===== config.mk =====
export PLATFORM = sky130hd
export DESIGN_NAME = battery_status_requests
export DESIGN_NICKNAME = d
export VERILOG_FILES = /design/src/battery_status_pkg.sv /design/src/ep0_link_if.sv /design/src/battery_status_requests.sv /design/src/ep0_request_engine.sv
export SDC_FILE = /design/constraint.sdc
export NUM_CORES = 1
export LEC_CHECK = 0
export BUFFER_PORTS_ARGS = -buffer_cell sky130_fd_sc_hd__buf_2
export CORE_UTILIZATION = 51
export CTS_CLUSTER_SIZE = 12
export DETAILED_ROUTE_END_ITERATION = 6
export GPL_ROUTABILITY_DRIVEN = 0
export PLACE_DENSITY = 0.75
export SLEW_MARGIN = 20
export SYNTH_ARGS = -nofsm -noshare
export SYNTH_HDL_FRONTEND = slang
export SYNTH_SLANG_ARGS = --single-unit

===== constraint.sdc =====
create_clock -name pclk -period 2 [get_ports pclk]
set_input_delay 0.4 -clock pclk [delete_from_list [all_inputs] [get_ports pclk]]
set_output_delay 0.4 -clock pclk [all_outputs]
set_load 0.02 [all_outputs]

===== src/battery_status_pkg.sv =====
// constants, register map and types for the battery status request handler
package battery_status_pkg;
	// setup packet fields
	localparam logic [7:0]  REQTYPE_STATUS_QUERY = 8'h80; // device-to-host, standard, device
	localparam logic [7:0]  REQTYPE_FEATURE_SET  = 8'h00; // host-to-device, standard
	localparam logic [7:0]  REQ_CODE_SET_FEATURE = 8'h03;
	localparam logic [7:0]  REQ_CODE_STATUS      = 8'h15; // arbitrary default, class code
	localparam logic [15:0] STATUS_LENGTH        = 16'h0008;
	localparam int          NUM_BATTERIES        = 2;
	localparam int          RECORD_BYTES         = 8;
	// charge state codes
	localparam logic [7:0]  CHG_NONE     = 8'h00;
	localparam logic [7:0]  CHG_CHARGING = 8'h01;
	localparam logic [7:0]  CHG_DISCHG   = 8'h02;
	localparam logic [7:0]  CHG_IDLE     = 8'h03;
	// condition codes
	localparam logic [7:0]  COND_OK       = 8'h00;
	localparam logic [7:0]  COND_MISSING  = 8'h01;
	localparam logic [7:0]  COND_UNSPEC   = 8'h07;
	localparam logic [7:0]  COND_MAX      = 8'h07;
	localparam logic [7:0]  PERCENT_MAX   = 8'h64;
	// apb register offsets
	localparam logic [11:0] OFF_CTRL       = 12'h000;
	localparam logic [11:0] OFF_BAT0       = 12'h004;
	localparam logic [11:0] OFF_BAT1       = 12'h008;
	localparam logic [11:0] OFF_FEATURE    = 12'h00C;
	localparam logic [11:0] OFF_IRQ_STATUS = 12'h010;
	localparam logic [11:0] OFF_IRQ_ENABLE = 12'h014;
	localparam logic [11:0] OFF_IRQ_CLEAR  = 12'h018;
	localparam logic [11:0] OFF_COUNT      = 12'h01C;
	// ctrl register fields
	localparam int          CTRL_BATT_EN_BIT = 0;
	localparam logic [31:0] CTRL_RESET       = 32'h0000_0001;
	// battery register field positions: [7:0] charge, [15:8] capacity, [23:16] condition
	localparam int          BAT_CHG_LSB  = 0;
	localparam int          BAT_CAP_LSB  = 8;
	localparam int          BAT_COND_LSB = 16;
	// interrupt bits
	localparam int          IRQ_QUERY   = 0;
	localparam int          IRQ_FEATURE = 1;
	localparam int          IRQ_STALL   = 2;
	localparam int          IRQ_W       = 3;
	typedef enum logic [3:0] {
		ST_IDLE  = 4'b0001,
		ST_SEND  = 4'b0010,
		ST_STALL = 4'b0100,
		ST_ACK   = 4'b1000
	} ep0_state_t;
endpackage


===== src/ep0_link_if.sv =====
// setup and data-stage signals between the register front end and the request engine
`timescale 1ns/1ps
interface ep0_link_if;
	import battery_status_pkg::*;
	logic        setup_valid;
	logic [7:0]  req_type;
	logic [7:0]  req_code;
	logic [15:0] value;
	logic [15:0] index;
	logic [15:0] length;
	logic        in_ready;
	logic        in_valid;
	logic [7:0]  in_data;
	logic        in_last;
	logic        stall;
	logic        ack;
	logic [7:0]  chg    [NUM_BATTERIES];
	logic [7:0]  soc    [NUM_BATTERIES];
	logic [7:0]  cond   [NUM_BATTERIES];
	logic        batt_en;
	logic        ev_query;
	logic        ev_feature;
	logic        ev_stall;
	logic [15:0] feat_sel;
	logic [15:0] feat_idx;
	modport front (output setup_valid, req_type, req_code, value, index, length, in_ready,
		chg, soc, cond, batt_en,
		input in_valid, in_data, in_last, stall, ack, ev_query, ev_feature, ev_stall,
		feat_sel, feat_idx);
	modport engine (input setup_valid, req_type, req_code, value, index, length, in_ready,
		chg, soc, cond, batt_en,
		output in_valid, in_data, in_last, stall, ack, ev_query, ev_feature, ev_stall,
		feat_sel, feat_idx);
endinterface


===== src/battery_status_requests.sv =====
// top: apb registers, interrupt logic and endpoint-zero request ports
//
// Behaviour
// - a device with a battery answers battery queries; batteries can be disabled.
// - hub bridge function lies outside this block; hub logic provides it.
// - every defined class request is handled; anything else gets a stall.
// - status query is type 80h, value zero, index battery, length eight.
// - feature set is type 00h, set-feature code, length zero, no data.
// - the record returned is that of the battery named by index.
// - each battery keeps its own record, picked by its identifier.
// - byte 0 gives charge state 0..3; reserved codes never returned.
// - byte 1 gives state of charge as a percentage.
// - byte 2 gives present battery condition when a battery is present.
// - condition codes 0..7; reserved codes mapped to unspecified.
//
// Implementation choices: register access over APB and the placing of the registers.
`timescale 1ns/1ps
module battery_status_requests (
	input  wire logic        pclk,
	input  wire logic        presetn,
	input  wire logic        psel,
	input  wire logic        penable,
	input  wire logic        pwrite,
	input  wire logic [11:0] paddr,
	input  wire logic [31:0] pwdata,
	output logic      [31:0] prdata,
	output logic             pready,
	output logic             pslverr,
	input  wire logic        setup_valid,
	input  wire logic [7:0]  setup_req_type,
	input  wire logic [7:0]  setup_req_code,
	input  wire logic [15:0] setup_value,
	input  wire logic [15:0] setup_index,
	input  wire logic [15:0] setup_length,
	input  wire logic        in_ready,
	output logic             in_valid,
	output logic      [7:0]  in_data,
	output logic             in_last,
	output logic             ep_stall,
	output logic             ep_ack,
	output logic             irq
);
	import battery_status_pkg::*;

	typedef struct packed {
		logic [31:0]        ctrl;
		logic [23:0]        bat0;
		logic [23:0]        bat1;
		logic [IRQ_W-1:0]   irq_status;
		logic [IRQ_W-1:0]   irq_enable;
		logic [15:0]        query_count;
		logic [31:0]        rdata;
	} regs_t;

	regs_t r_q;
	regs_t r_d;
	ep0_link_if lk ();

	logic apb_acc;
	logic apb_wr;
	logic apb_rd;
	logic [IRQ_W-1:0] ev_vec;
	logic [IRQ_W-1:0] clr_vec;

	// offset decode for reads and writes
	function automatic logic mapped(input logic [11:0] a);
		case (a)
			OFF_CTRL, OFF_BAT0, OFF_BAT1, OFF_FEATURE,
			OFF_IRQ_STATUS, OFF_IRQ_ENABLE, OFF_IRQ_CLEAR, OFF_COUNT: mapped = 1'b1;
			default: mapped = 1'b0;
		endcase
	endfunction

	// apb phases, zero wait states
	assign apb_acc = psel && penable;
	assign apb_wr  = apb_acc && pwrite && mapped(paddr);
	assign apb_rd  = apb_acc && !pwrite && mapped(paddr);
	assign pready  = 1'b1;
	assign pslverr = apb_acc && !mapped(paddr);
	assign prdata  = r_q.rdata;

	// engine hookup
	assign lk.setup_valid = setup_valid;
	assign lk.req_type    = setup_req_type;
	assign lk.req_code    = setup_req_code;
	assign lk.value       = setup_value;
	assign lk.index       = setup_index;
	assign lk.length      = setup_length;
	assign lk.in_ready    = in_ready;
	assign lk.batt_en     = r_q.ctrl[CTRL_BATT_EN_BIT];
	assign lk.chg[0]      = r_q.bat0[BAT_CHG_LSB +: 8];
	assign lk.soc[0]      = r_q.bat0[BAT_CAP_LSB +: 8];
	assign lk.cond[0]     = r_q.bat0[BAT_COND_LSB +: 8];
	assign lk.chg[1]      = r_q.bat1[BAT_CHG_LSB +: 8];
	assign lk.soc[1]      = r_q.bat1[BAT_CAP_LSB +: 8];
	assign lk.cond[1]     = r_q.bat1[BAT_COND_LSB +: 8];

	ep0_request_engine u_engine (
		.pclk    (pclk),
		.presetn (presetn),
		.lk      (lk)
	);

	assign in_valid = lk.in_valid;
	assign in_data  = lk.in_data;
	assign in_last  = lk.in_last;
	assign ep_stall = lk.stall;
	assign ep_ack   = lk.ack;
	assign irq      = |(r_q.irq_status & r_q.irq_enable);

	// event vector and write-one-to-clear vector
	always_comb begin
		ev_vec = '0;
		ev_vec[IRQ_QUERY]   = lk.ev_query;
		ev_vec[IRQ_FEATURE] = lk.ev_feature;
		ev_vec[IRQ_STALL]   = lk.ev_stall;
		clr_vec = (apb_wr && paddr == OFF_IRQ_CLEAR) ? pwdata[IRQ_W-1:0] : '0;
	end

	// register next values; a set on the clear cycle wins
	always_comb begin
		r_d = r_q;
		r_d.irq_status = (r_q.irq_status & ~clr_vec) | ev_vec;
		if (lk.ev_query) begin
			r_d.query_count = r_q.query_count + 16'd1;
		end
		if (apb_wr) begin
			case (paddr)
				OFF_CTRL:       r_d.ctrl = pwdata;
				OFF_BAT0:       r_d.bat0 = pwdata[23:0];
				OFF_BAT1:       r_d.bat1 = pwdata[23:0];
				OFF_IRQ_ENABLE: r_d.irq_enable = pwdata[IRQ_W-1:0];
				default:        r_d.ctrl = r_q.ctrl;
			endcase
		end
		if (apb_rd || (psel && !penable && !pwrite)) begin
			case (paddr)
				OFF_CTRL:       r_d.rdata = r_q.ctrl;
				OFF_BAT0:       r_d.rdata = {8'h00, r_q.bat0};
				OFF_BAT1:       r_d.rdata = {8'h00, r_q.bat1};
				OFF_FEATURE:    r_d.rdata = {lk.feat_idx, lk.feat_sel};
				OFF_IRQ_STATUS: r_d.rdata = {29'h0000_0000, r_q.irq_status};
				OFF_IRQ_ENABLE: r_d.rdata = {29'h0000_0000, r_q.irq_enable};
				OFF_COUNT:      r_d.rdata = {16'h0000, r_q.query_count};
				default:        r_d.rdata = 32'h0000_0000;
			endcase
		end
	end

	// register state
	always_ff @(posedge pclk or negedge presetn) begin
		if (!presetn) begin
			r_q <= '{ctrl: CTRL_RESET, default: '0};
		end else begin
			r_q <= r_d;
		end
	end
endmodule


===== src/ep0_request_engine.sv =====
// decodes control setup packets and streams the battery status record
`timescale 1ns/1ps
module ep0_request_engine (
	input  wire logic pclk,
	input  wire logic presetn,
	ep0_link_if.engine lk
);
	import battery_status_pkg::*;

	typedef struct packed {
		ep0_state_t  st;
		logic [2:0]  cnt;
		logic [63:0] rec;
		logic        ev_query;
		logic        ev_feature;
		logic        ev_stall;
		logic [15:0] feat_sel;
		logic [15:0] feat_idx;
	} eng_t;

	eng_t s_q;
	eng_t s_d;

	// never let a reserved charge state escape
	function automatic logic [7:0] clean_chg(input logic [7:0] c);
		return (c > CHG_IDLE) ? CHG_IDLE : c;
	endfunction

	// next state: decode, load record, shift bytes out
	always_comb begin
		s_d = s_q;
		s_d.ev_query = 1'b0;
		s_d.ev_feature = 1'b0;
		s_d.ev_stall = 1'b0;
		case (s_q.st)
			ST_IDLE: begin
				if (lk.setup_valid) begin
					if (lk.req_type == REQTYPE_STATUS_QUERY && lk.req_code == REQ_CODE_STATUS
						&& lk.value == 16'h0000 && lk.length == STATUS_LENGTH) begin
						// only a battery that exists is answered, others stall
						if (lk.batt_en && lk.index < 16'(NUM_BATTERIES)) begin
							// per-battery record chosen by index
							s_d.rec = '0;
							s_d.rec[7:0] = clean_chg(lk.chg[lk.index[0]]);
							s_d.rec[15:8] = (lk.soc[lk.index[0]] > PERCENT_MAX) ?
								PERCENT_MAX : lk.soc[lk.index[0]];
							s_d.rec[23:16] = (lk.chg[lk.index[0]] == CHG_NONE) ? COND_OK :
								((lk.cond[lk.index[0]] > COND_MAX) ? COND_UNSPEC :
								lk.cond[lk.index[0]]);
							s_d.cnt = '0;
							s_d.st = ST_SEND;
							s_d.ev_query = 1'b1;
						end else begin
							s_d.st = ST_STALL;
							s_d.ev_stall = 1'b1;
						end
					end else if (lk.req_type == REQTYPE_FEATURE_SET
						&& lk.req_code == REQ_CODE_SET_FEATURE && lk.length == 16'h0000) begin
						s_d.feat_sel = lk.value;
						s_d.feat_idx = lk.index;
						s_d.st = ST_ACK;
						s_d.ev_feature = 1'b1;
					end else begin
						s_d.st = ST_STALL;
						s_d.ev_stall = 1'b1;
					end
				end
			end
			ST_SEND: begin
				if (lk.in_ready) begin
					s_d.rec = {8'h00, s_q.rec[63:8]};
					s_d.cnt = s_q.cnt + 3'd1;
					if (s_q.cnt == 3'(RECORD_BYTES - 1)) begin
						s_d.st = ST_IDLE;
					end
				end
			end
			ST_STALL: s_d.st = ST_IDLE;
			ST_ACK:   s_d.st = ST_IDLE;
			default:  s_d.st = ST_IDLE;
		endcase
	end

	// state register
	always_ff @(posedge pclk or negedge presetn) begin
		if (!presetn) begin
			s_q <= '{st: ST_IDLE, default: '0};
		end else begin
			s_q <= s_d;
		end
	end

	assign lk.in_valid   = (s_q.st == ST_SEND);
	assign lk.in_data    = s_q.rec[7:0];
	assign lk.in_last    = (s_q.st == ST_SEND) && (s_q.cnt == 3'(RECORD_BYTES - 1));
	assign lk.stall      = (s_q.st == ST_STALL);
	assign lk.ack        = (s_q.st == ST_ACK);
	assign lk.ev_query   = s_q.ev_query;
	assign lk.ev_feature = s_q.ev_feature;
	assign lk.ev_stall   = s_q.ev_stall;
	assign lk.feat_sel   = s_q.feat_sel;
	assign lk.feat_idx   = s_q.feat_idx;
endmodule


# == Word-level counts from Yosys, hierarchy flattened ==
# Memories as Yosys holds them, arrays and structs flattened.
# Cells that the tools add are included.
# Widths: inputs -> output; s select.
# totals
output_inout_bits,47
wordCells,123
input_bits,115
register_bits,240
mem_count,3
mem_bits_ro,96
# memory_table
memory,depth,word_bits,read_ports,rd_clocked_by_memory_dff,wr,line_no,source
(name not given),32,1,1,0,0,battery_status_requests.sv:67,case (a)
(name not given),32,1,1,0,0,battery_status_requests.sv:67,
(name not given),32,1,1,0,0,battery_status_requests.sv:67,
# op_classes
reduce_logical,35
order_cmp,5
eq_ne,21
bitwise_logic,6
mux,36
addsub,2
# ops
operator,count
$pmux 32 s7,1
$mux 68,2
$pmux 67 s2,1
$mux 106,1
$mux 8,13
$mux 71,1
$mux 32,2
$eq 12x5->1 const B,4
$mux 35,1
$logic_not 16->1,2
$eq 12x4->1 const B,2
$add 16x1->16 const B,1
$eq 16x4->1 const B,1
$logic_and 1x1->1,16
$logic_not 8->1,2
$lt 16x2->1 const B,1
$eq 12x3->1 const B,1
$logic_not 12->1,1
$mux 4,3
$eq 8x2->1 const B,1
$eq 8x5->1 const B,1
$eq 8x8->1 const B,1
$gt 8x2->1 const B,1
$gt 8x3->1 const B,1
27 further kinds,44

# == Logic depth before layout (Yosys ltp) ==
# Gate-level depths: netlist (run 1).
# logic_depth
ltp_word,11
mapped_depth,8

# == Modules after synthesis ==
# A second synthesis (run 1) with hierarchy kept.
# hier_totals
hier_cells,827
area_unflattened_um2,9983.3
# modules_own_cells
module,n_inst,area_each_um2,cells_per_inst
battery_status_requests,1,6532.5,507
ep0_request_engine,1,3450.8,320

# == Worst setup path before layout (run 1) ==
# OpenSTA, ideal clock, no wires.
# synth_path
path_type,input to register
startpoint,input paddr[10]
endpoint,register r_q (netlist bit lk.chg[10])
n_path_buf,1
path_slack_ns,-0.140
arrival_time_ns,2.015
cell_stages,6
setup_ns,0.125
path_cell_list,nor4_4 nand3_2 or2_1 nor3_4 buf_4 mux2_2
# synth_between
elab_chain_cells,4
# synth_rtl
element,line_no,source
"start, declared",battery_status_requests.sv:24,"input wire logic [11:0] paddr,"
$logic_not 7->1,battery_status_requests.sv:67,
$mux 1,battery_status_requests.sv:67,
$logic_and 1x1->1,battery_status_requests.sv:76,assign apb_wr = apb_acc && pwrite && mapped(paddr);
$reduce_and 2->1 (no line) *,--,
"end signal, assigned",battery_status_requests.sv:155,r_q <= r_d;
"end, declared",battery_status_requests.sv:55,regs_t r_q;
# Every way passes the cells marked *; elsewhere a longest branch is shown, timed or not.
# A chain may end at the register's enable or synchronous reset.

# == Final worst setup path (run 1) ==
# layout_path
startpoint,input setup_index[4]
endpoint,register u_engine.s_q[46] (netlist bit)
# layout_between
elab_chain_cells,4
# layout_rtl
element,line_no,source
"start, declared",battery_status_requests.sv:33,"input wire logic [15:0] setup_index,"
$lt 16x2->1,ep0_request_engine.sv:41,if (lk.batt_en && lk.index < 16'(NUM_BATTERIES)) begin
$logic_and 1x1->1,ep0_request_engine.sv:41,
$ne 2x1->1 (no line),--,
$reduce_and 5->1 (no line),--,
"end signal, assigned",ep0_request_engine.sv:87,"s_q <= '{st: ST_IDLE, default: '0};"
"end signal, assigned",ep0_request_engine.sv:89,s_q <= s_d;
"end, declared",ep0_request_engine.sv:21,eng_t s_q;
# Every way passes these cells.

==> impl_metrics.csv, run 1 <==
group,metric,value,unit
timing,slew_viol_final,0,
floorplan,io_pins,162,
routing,via_count,6978,
pwr,power.total,7.66,mW
global_routing,grt_overflow,0,
yosys,synth_area_per_cell,12.1,sq um
setup_path,worst_r2r_path_depth,6,
cells_and_area,postLayoutCellArea,11600,sq um
routing,drt.antenna.violating_nets,0,
routing,wirelength,23800,um
timing,min_period_over_period,105,%
yosys,synth_cell_types,56,
timing,rsz0062_at_grt,"true",
global_routing,grt_max_degree,51,
pwr,ir_drop,0.666,mV
timing,fmax,474,MHz
yosys,synth_ff_type,"dfrtp_1",
yosys,ys_seq_area_share,54.3,%
global_routing,antenna_found_initial,0,
setup_path,r2r-end,"u_engine.lk.in_data[1]",
routing,wl_per_cell,20.0,um
floorplan,die_w,136,um
timing,setup_viol,27,
clock_tree,cts_sinks,200,
placed_design,post-place-cells,1148,
timing,fin_worst_skew,12.8,ps
clock_tree,cts_tree,"built",
floorplan,core,17500,sq um
global_routing,grt_pass1_wl,37400,um
placed_design,numPortBuffers,160,
yosys,synthTopCellsByCount,"dfrtp_1 (198), mux2_2 (121), nand2_1 (53), buf_4 (45), a22oi_1 (43)",
clock_tree,cts_buffers,17,
clock_tree,htree_levels,4,
yosys,async_flop_share,100,%
clock_tree,clk_path_buf_depth,2,
timing,timing.final.crit_period,2110,ps
pwr,power_density,658,nW/um^2
run_status,status,"finished, violations left",
yosys,yosysTopAreaCellShare,53.7,%
worst_hold_path,hold_end,"r_q[130]",
setup_path,r2r_slack,-80,ps
cells_and_area,drive_gt1_share,46.6,%
timing,finalHoldViolCount,0,
cells_and_area,stdcell_count,1191,
setup_path,end_kind,"register",
setup_path,start_kind,"input pin",
setup_path,cp.arrival,2480,ps
yosys,yosysMostFrequentCell,"dfrtp_1",
global_routing,track_usage,26.7,%
timing,setup_ws,-109,ps
setup_path,worstSetupPathType,"input pin to register",
setup_path,path_max_fanout,8,
run,cap_violations,0,
yosys,syn_area,9220,sq um
floorplan,die_y,136,um
global_routing,grt_pass1_vias,7061,
clock_tree,insertion_delay,440,ps
timing,hold_ws,188,ps
worst_hold_path,hold_path_depth,2,
routing,dr.pass1.iters,6,
yosys,synth_area_leaders,"dfrtp_1 (54%), mux2_2 (15%), buf_4 (3.7%)",
cells_and_area,layout.nets,1071,
run_status,violations,"setup timing",
yosys,syn_inst,761,
floorplan,rows,48,
floorplan,die_area,18600,sq um
cells_and_area,syn_to_final_growth,26.3,%
routing,drt-vias-per-instance,5.86,
setup_path,r2r_start,"lk.chg[4]",
cells_and_area,num_antenna_cells,0,
yosys,synth_largest_area_cell,"dfrtp_1",
worst_hold_path,min_path_type,"input pin to register",
routing,drt-initial-drc-count,550,
setup_path,cp-startpoint,"setup_index[4]",
yosys,yosys_register_bits,200,
worst_hold_path,min-delay-start,"pwdata[28]",
placed_design,hpwl,16200,um
yosys,synth-edff-count,0,
pwr,p_leak,5.94,nW
clock_tree,clk_pin_slew,70,ps
yosys,synth_warnings,0,
routing,drc_errors,0,
yosys,syn_nets,879,
setup_path,cp.required,2370,ps
floorplan,initial_core_util,52.8,%
placed_design,post_dp_cell_area,10700,sq um
clock_tree,cts-root-buf,"clkbuf_16",
worst max path at each step:
stage / cells after the start / end
global route: 10 / u_engine.s_q[46]
floorplan: 6 / lk.chg[3]
detailed placement: 9 / u_engine.s_q[44]
global placement: 9 / u_engine.s_q[46]
CTS: 8 / u_engine.s_q[44]
finish: 10 / u_engine.s_q[46]
final cells by class:
cell class | count | area (sq um)
Tap cell | 225 | 282
Clock inverter | 14 | 114
Inverter | 5 | 26.3
Clock buffer | 18 | 429
Fill cell | 1250 | 5830
Multi-Input combinational cell | 478 | 4070
Timing Repair Buffer | 251 | 1720
Sequential cell | 200 | 5010
sequential cells by signal (all words and copies together) (netlist names):
name and flops:
r_q 53, prdata 32, u_engine.s_q 23, lk.chg 16, lk.cond 16, lk.soc 16, u_engine.lk.feat_idx 16, u_engine.lk.feat_sel 16
u_engine.lk.in_data 8, lk.batt_en 1, u_engine.lk.ev_feature 1, u_engine.lk.ev_query 1, u_engine.lk.ev_stall 1
metrics by stage:
step	setup TNS [ps]	setup slack, ps	utilization [%]
finish	-1600	-109	66.6
global placement	-41330	-622	61.3
detailed placement	-49970	-646	61.3
CTS	-4270	-176	65.5
floorplan	-640	-20.7	-
global route	-3760	-189	66.6
critical path: stages:
cell and delay (ps):
buf_2 120, nor4_2 350, buf_4 180, nand4_1 210, nor4_2 370, buf_4 180, nand4b_1 110, buf_6 170
o31ai_4 220, mux2_4 180
report_power, final:
part	internal [mW]	total [mW]	leakage, nW	switching, mW
sequential	4.05	4.06	2.78	0.00987
clock	1.63	3.22	0.266	1.59
combinational	0.162	0.384	2.89	0.222
total	5.84	7.66	5.94	1.82
cells in the final DEF, fill, tap and decap left out, types with 6 or more instances in the layout:
master	n
a211oi_1	6
o21ai_0	13
o21ai_2	10
a21oi_1	22
a21o_1	27
a22oi_1	43
clkbuf_16	18
dfrtp_1	198
buf_2	158
mux2_1	7
mux2i_1	7
xnor2_1	11
nand3_1	10
buf_4	69
mux2_2	87
nand2_1	52
nor4_1	11
a222oi_1	14
nor3_1	7
nor2b_1	7
nand4_1	11
and3_1	6
buf_12	14
mux2_4	34
nor2_1	18
per-layer routing:
metal	global-route usage [%]	part of all wire (%)	wire, um
met3	5.44	5.9	1410
met2	42.3	49	11600
met5	0	0	0
met4	9.69	2.2	512
met1	36.4	43	10300
cell families (layout without fill, tap and decap cells):
kind of cell               Yosys count  in the layout  share of synthesized area, %
adders and majority gates            3              3                         0.407
buffers and inverters               84            288                          5.62
other                                1              1                        0.0407
DFF                                200            200                          54.3
AOI/OAI and AO/OA                  159            159                          12.2
muxes                              135            135                          16.4
and+or+nand+nor                    164            165                          9.66
xor gates and xnor gates            15             15                          1.42
what timing repair did:
item                                    in CTS  in global routing
gates cloned                                 1                  2
setup buffers                                6                  3
endpoints found under the setup margin      22                 48
pin swaps                                   11                 14
hold buffers                                 1                  0
gates resized for setup                     32                 45
hold endpoints to repair                    45                  0
Power figures use the tool's default switching activity.
==> run 2, diff against run 1 <==
--- a/config.mk
+++ b/config.mk
@@ -6,11 +6,12 @@
 export NUM_CORES = 1
 export LEC_CHECK = 0
 export BUFFER_PORTS_ARGS = -buffer_cell sky130_fd_sc_hd__buf_2
-export CORE_UTILIZATION = 51
+export CORE_UTILIZATION = 52
+export CTS_BUF_LIST = sky130_fd_sc_hd__clkbuf_8
 export CTS_CLUSTER_SIZE = 12
 export DETAILED_ROUTE_END_ITERATION = 6
 export GPL_ROUTABILITY_DRIVEN = 0
-export PLACE_DENSITY = 0.75
+export PLACE_DENSITY = 0.78
 export SLEW_MARGIN = 20
 export SYNTH_ARGS = -nofsm -noshare
 export SYNTH_HDL_FRONTEND = slang
==> impl_metrics.csv, run 2 (synthesis results as in run 1) <==
group,metric,value,unit
run_status,status,"finished, violations left",
run_status,violations,"DRC, setup timing",
clock_tree,clk_pin_slew,110,ps
routing,dr.pass1.iters,7,
placed_design,hpwl,16300,um
placed_design,place_ws,-688,ps
cells_and_area,nFillCells,1287,
pwr,pwr-share-comb,5.5,%
timing,tightestPinTransition,549,ps
clock_tree,htree_levels,4,
cells_and_area,layout.nets,1068,
routing,drc_errors,16,
setup_path,critPathMaxStageDelay,540,ps
pwr,p_switching,1.73,mW
cells_and_area,top_register,"r_q",
cells_and_area,stdcell_count,1189,
setup_path,critPathBufInv,2,
floorplan,io_pins,162,
timing,slew_headroom,63.4,%
setup_path,path_max_fanout,8,
clock_tree,insertion_delay,460,ps
floorplan,rows,48,
setup_path,cp.required,2410,ps
timing,setup_ws,-347,ps
pwr,ir_drop,0.419,mV
clock_tree,clk_path_buf_depth,2,
routing,wirelength,23900,um
routing,wl_per_cell,20.1,um
run,cap_violations,0,
pwr,cell_internal_pwr,5.22,mW
global_routing,grt_max_degree,62,
global_routing,grt_overflow,0,
clock_tree,cts_sinks,200,
floorplan,initial_core_util,53.3,%
global_routing,grt_pass1_wl,37600,um
setup_path,r2r_slack,-350,ps
setup_path,worst_r2r_path_depth,8,
timing,rsz0062_at_grt,"true",
floorplan,core,17300,sq um
placed_design,post-place-cells,1140,
setup_path,r2r-end,"u_engine.s_q[48]",
setup_path,cp_top_family,"simple AND/OR/NAND/NOR gates",
timing,min_period_over_period,117,%
cells_and_area,largest_reg_flops,53,
worst_hold_path,min_path_type,"input pin to register",
global_routing,track_usage,26.9,%
setup_path,crit_cells,8,
global_routing,antenna_found_initial,1,
setup_path,r2r_start,"lk.batt_en",
clock_tree,cts_buffers,17,
global_routing,grt_pass1_vias,7090,
placed_design,numPortBuffers,160,
cells_and_area,final_common_cell,"dfrtp_1",
clock_tree,cts_tree,"built",
setup_path,worstSetupPathType,"register to register",
setup_path,cp.arrival,2760,ps
setup_path,start_kind,"register",
timing,slew_viol_final,0,
setup_path,cp-endpoint,"u_engine.s_q[48]",
setup_path,crit_chain,"nor4bb_4, nand4_1, nor4_4, buf_4, nand4b_1, buf_6, o21ai_0, mux2_4",
placed_design,post_dp_cell_area,10700,sq um
pwr,clock_power_share,36.2,%
setup_path,end_kind,"register",
setup_path,slowest_stage,"dfstp_2",
pwr,switching_share,24.9,%
cells_and_area,layout_common_cells,"dfrtp_1 (197), buf_2 (158), mux2_2 (87)",
cells_and_area,drive_gt1_share,45.2,%
timing,fmax,426,MHz
routing,drt-vias-per-instance,5.91,
timing,finalHoldViolCount,0,
timing,setup_viol,31,
clock_tree,cts-root-buf,"clkbuf_8",
routing,drt-initial-drc-count,524,
pwr,p_leak,5.82,nW
pwr,power.total,6.95,mW
timing,tns,-6960,ps
floorplan,die_area,18300,sq um
routing,drt.antenna.violating_nets,0,
routing,via_count,7022,
floorplan,die_w,135,um
cells_and_area,syn_to_final_growth,24.1,%
pwr,power_density,608,nW/um^2
setup_path,cp-startpoint,"lk.batt_en",
timing,fin_worst_skew,18.1,ps
floorplan,die_y,135,um
pwr,pwr-share-seq,58.4,%
cells_and_area,postLayoutCellArea,11400,sq um
timing,timing.final.crit_period,2350,ps
## run 2: cell count changes in the layout (fill, tap and decap cells not counted), sizes merged
| cell | change |
|---|---|
| clkinvlp | +3 |
| buf | -2 |
| clkinv | -1 |
| inv | -2 |
| diode | +1 |
| clkbuf | -2 |
| bufinv | +1 |
## run 2: per-stage QoR
| step | utilization, % | hold WS [ps] |
|---|---|---|
| floorplan | - | 104 |
| global placement | 61.8 | 419 |
| detailed placement | 61.8 | 422 |
| global route | 66.1 | 126 |
| CTS | 65.3 | 127 |
| finish | 66.1 | 158 |
## run 2: metal layers
| layer | global-route usage (%) | vias to the layer above | wire [um] |
|---|---|---|---|
| li1 | - | 3150 | - |
| met3 | 6.85 | 30 | 1720 |
| met4 | 6.68 | 0 | 314 |
| met5 | 0 | - | 0 |
| met1 | 36.4 | 3555 | 10100 |
| met2 | 43.5 | 287 | 11800 |
## run 2: cell type report
type,instances,area (sq um),area share [%]
flip-flops and latches,200,5010,43.8
multi-input cells,478,4020,35.1
repair buffers,248,1720,15.0
well taps,225,282,2.46
clock buffers,17,234,2.05
clock inverters,15,148,1.29
inverters,5,23.8,0.208
diodes,1,2.50,0.0219
## run 2: worst min path at each step
stage,startpoint,endpoint,slack [ps],depth (start not counted)
6_report,pwdata[27],r_q[129],160,2
5_1_grt,pwdata[28],r_q[130],130,2
4_1_cts,pwdata[27],r_q[129],130,2
3_5_place_dp,u_engine.lk.ev_feature,r_q[52],420,1
3_3_place_gp,u_engine.lk.ev_feature,r_q[52],420,1
2_1_floorplan,presetn,lk.chg[0],100,0
## run 2: power by group through the flow
stage	clock network, mW	logic (mW)	registers, mW
floorplan	0	0.0719	4.13
CTS	2.54	0.379	4.05
detailed placement	0	0.371	4.13
global placement	0	0.365	4.13
global route	2.70	0.419	4.06
finish	2.52	0.380	4.06
## run 2: what timing repair did
action,in CTS,in global routing
buffers inserted,9,5
pin swaps,15,11
cloned,3,0
endpoints found under the hold margin,54,0
endpoints found under the setup margin,30,36
hold buffers,1,0
resized for setup,44,22
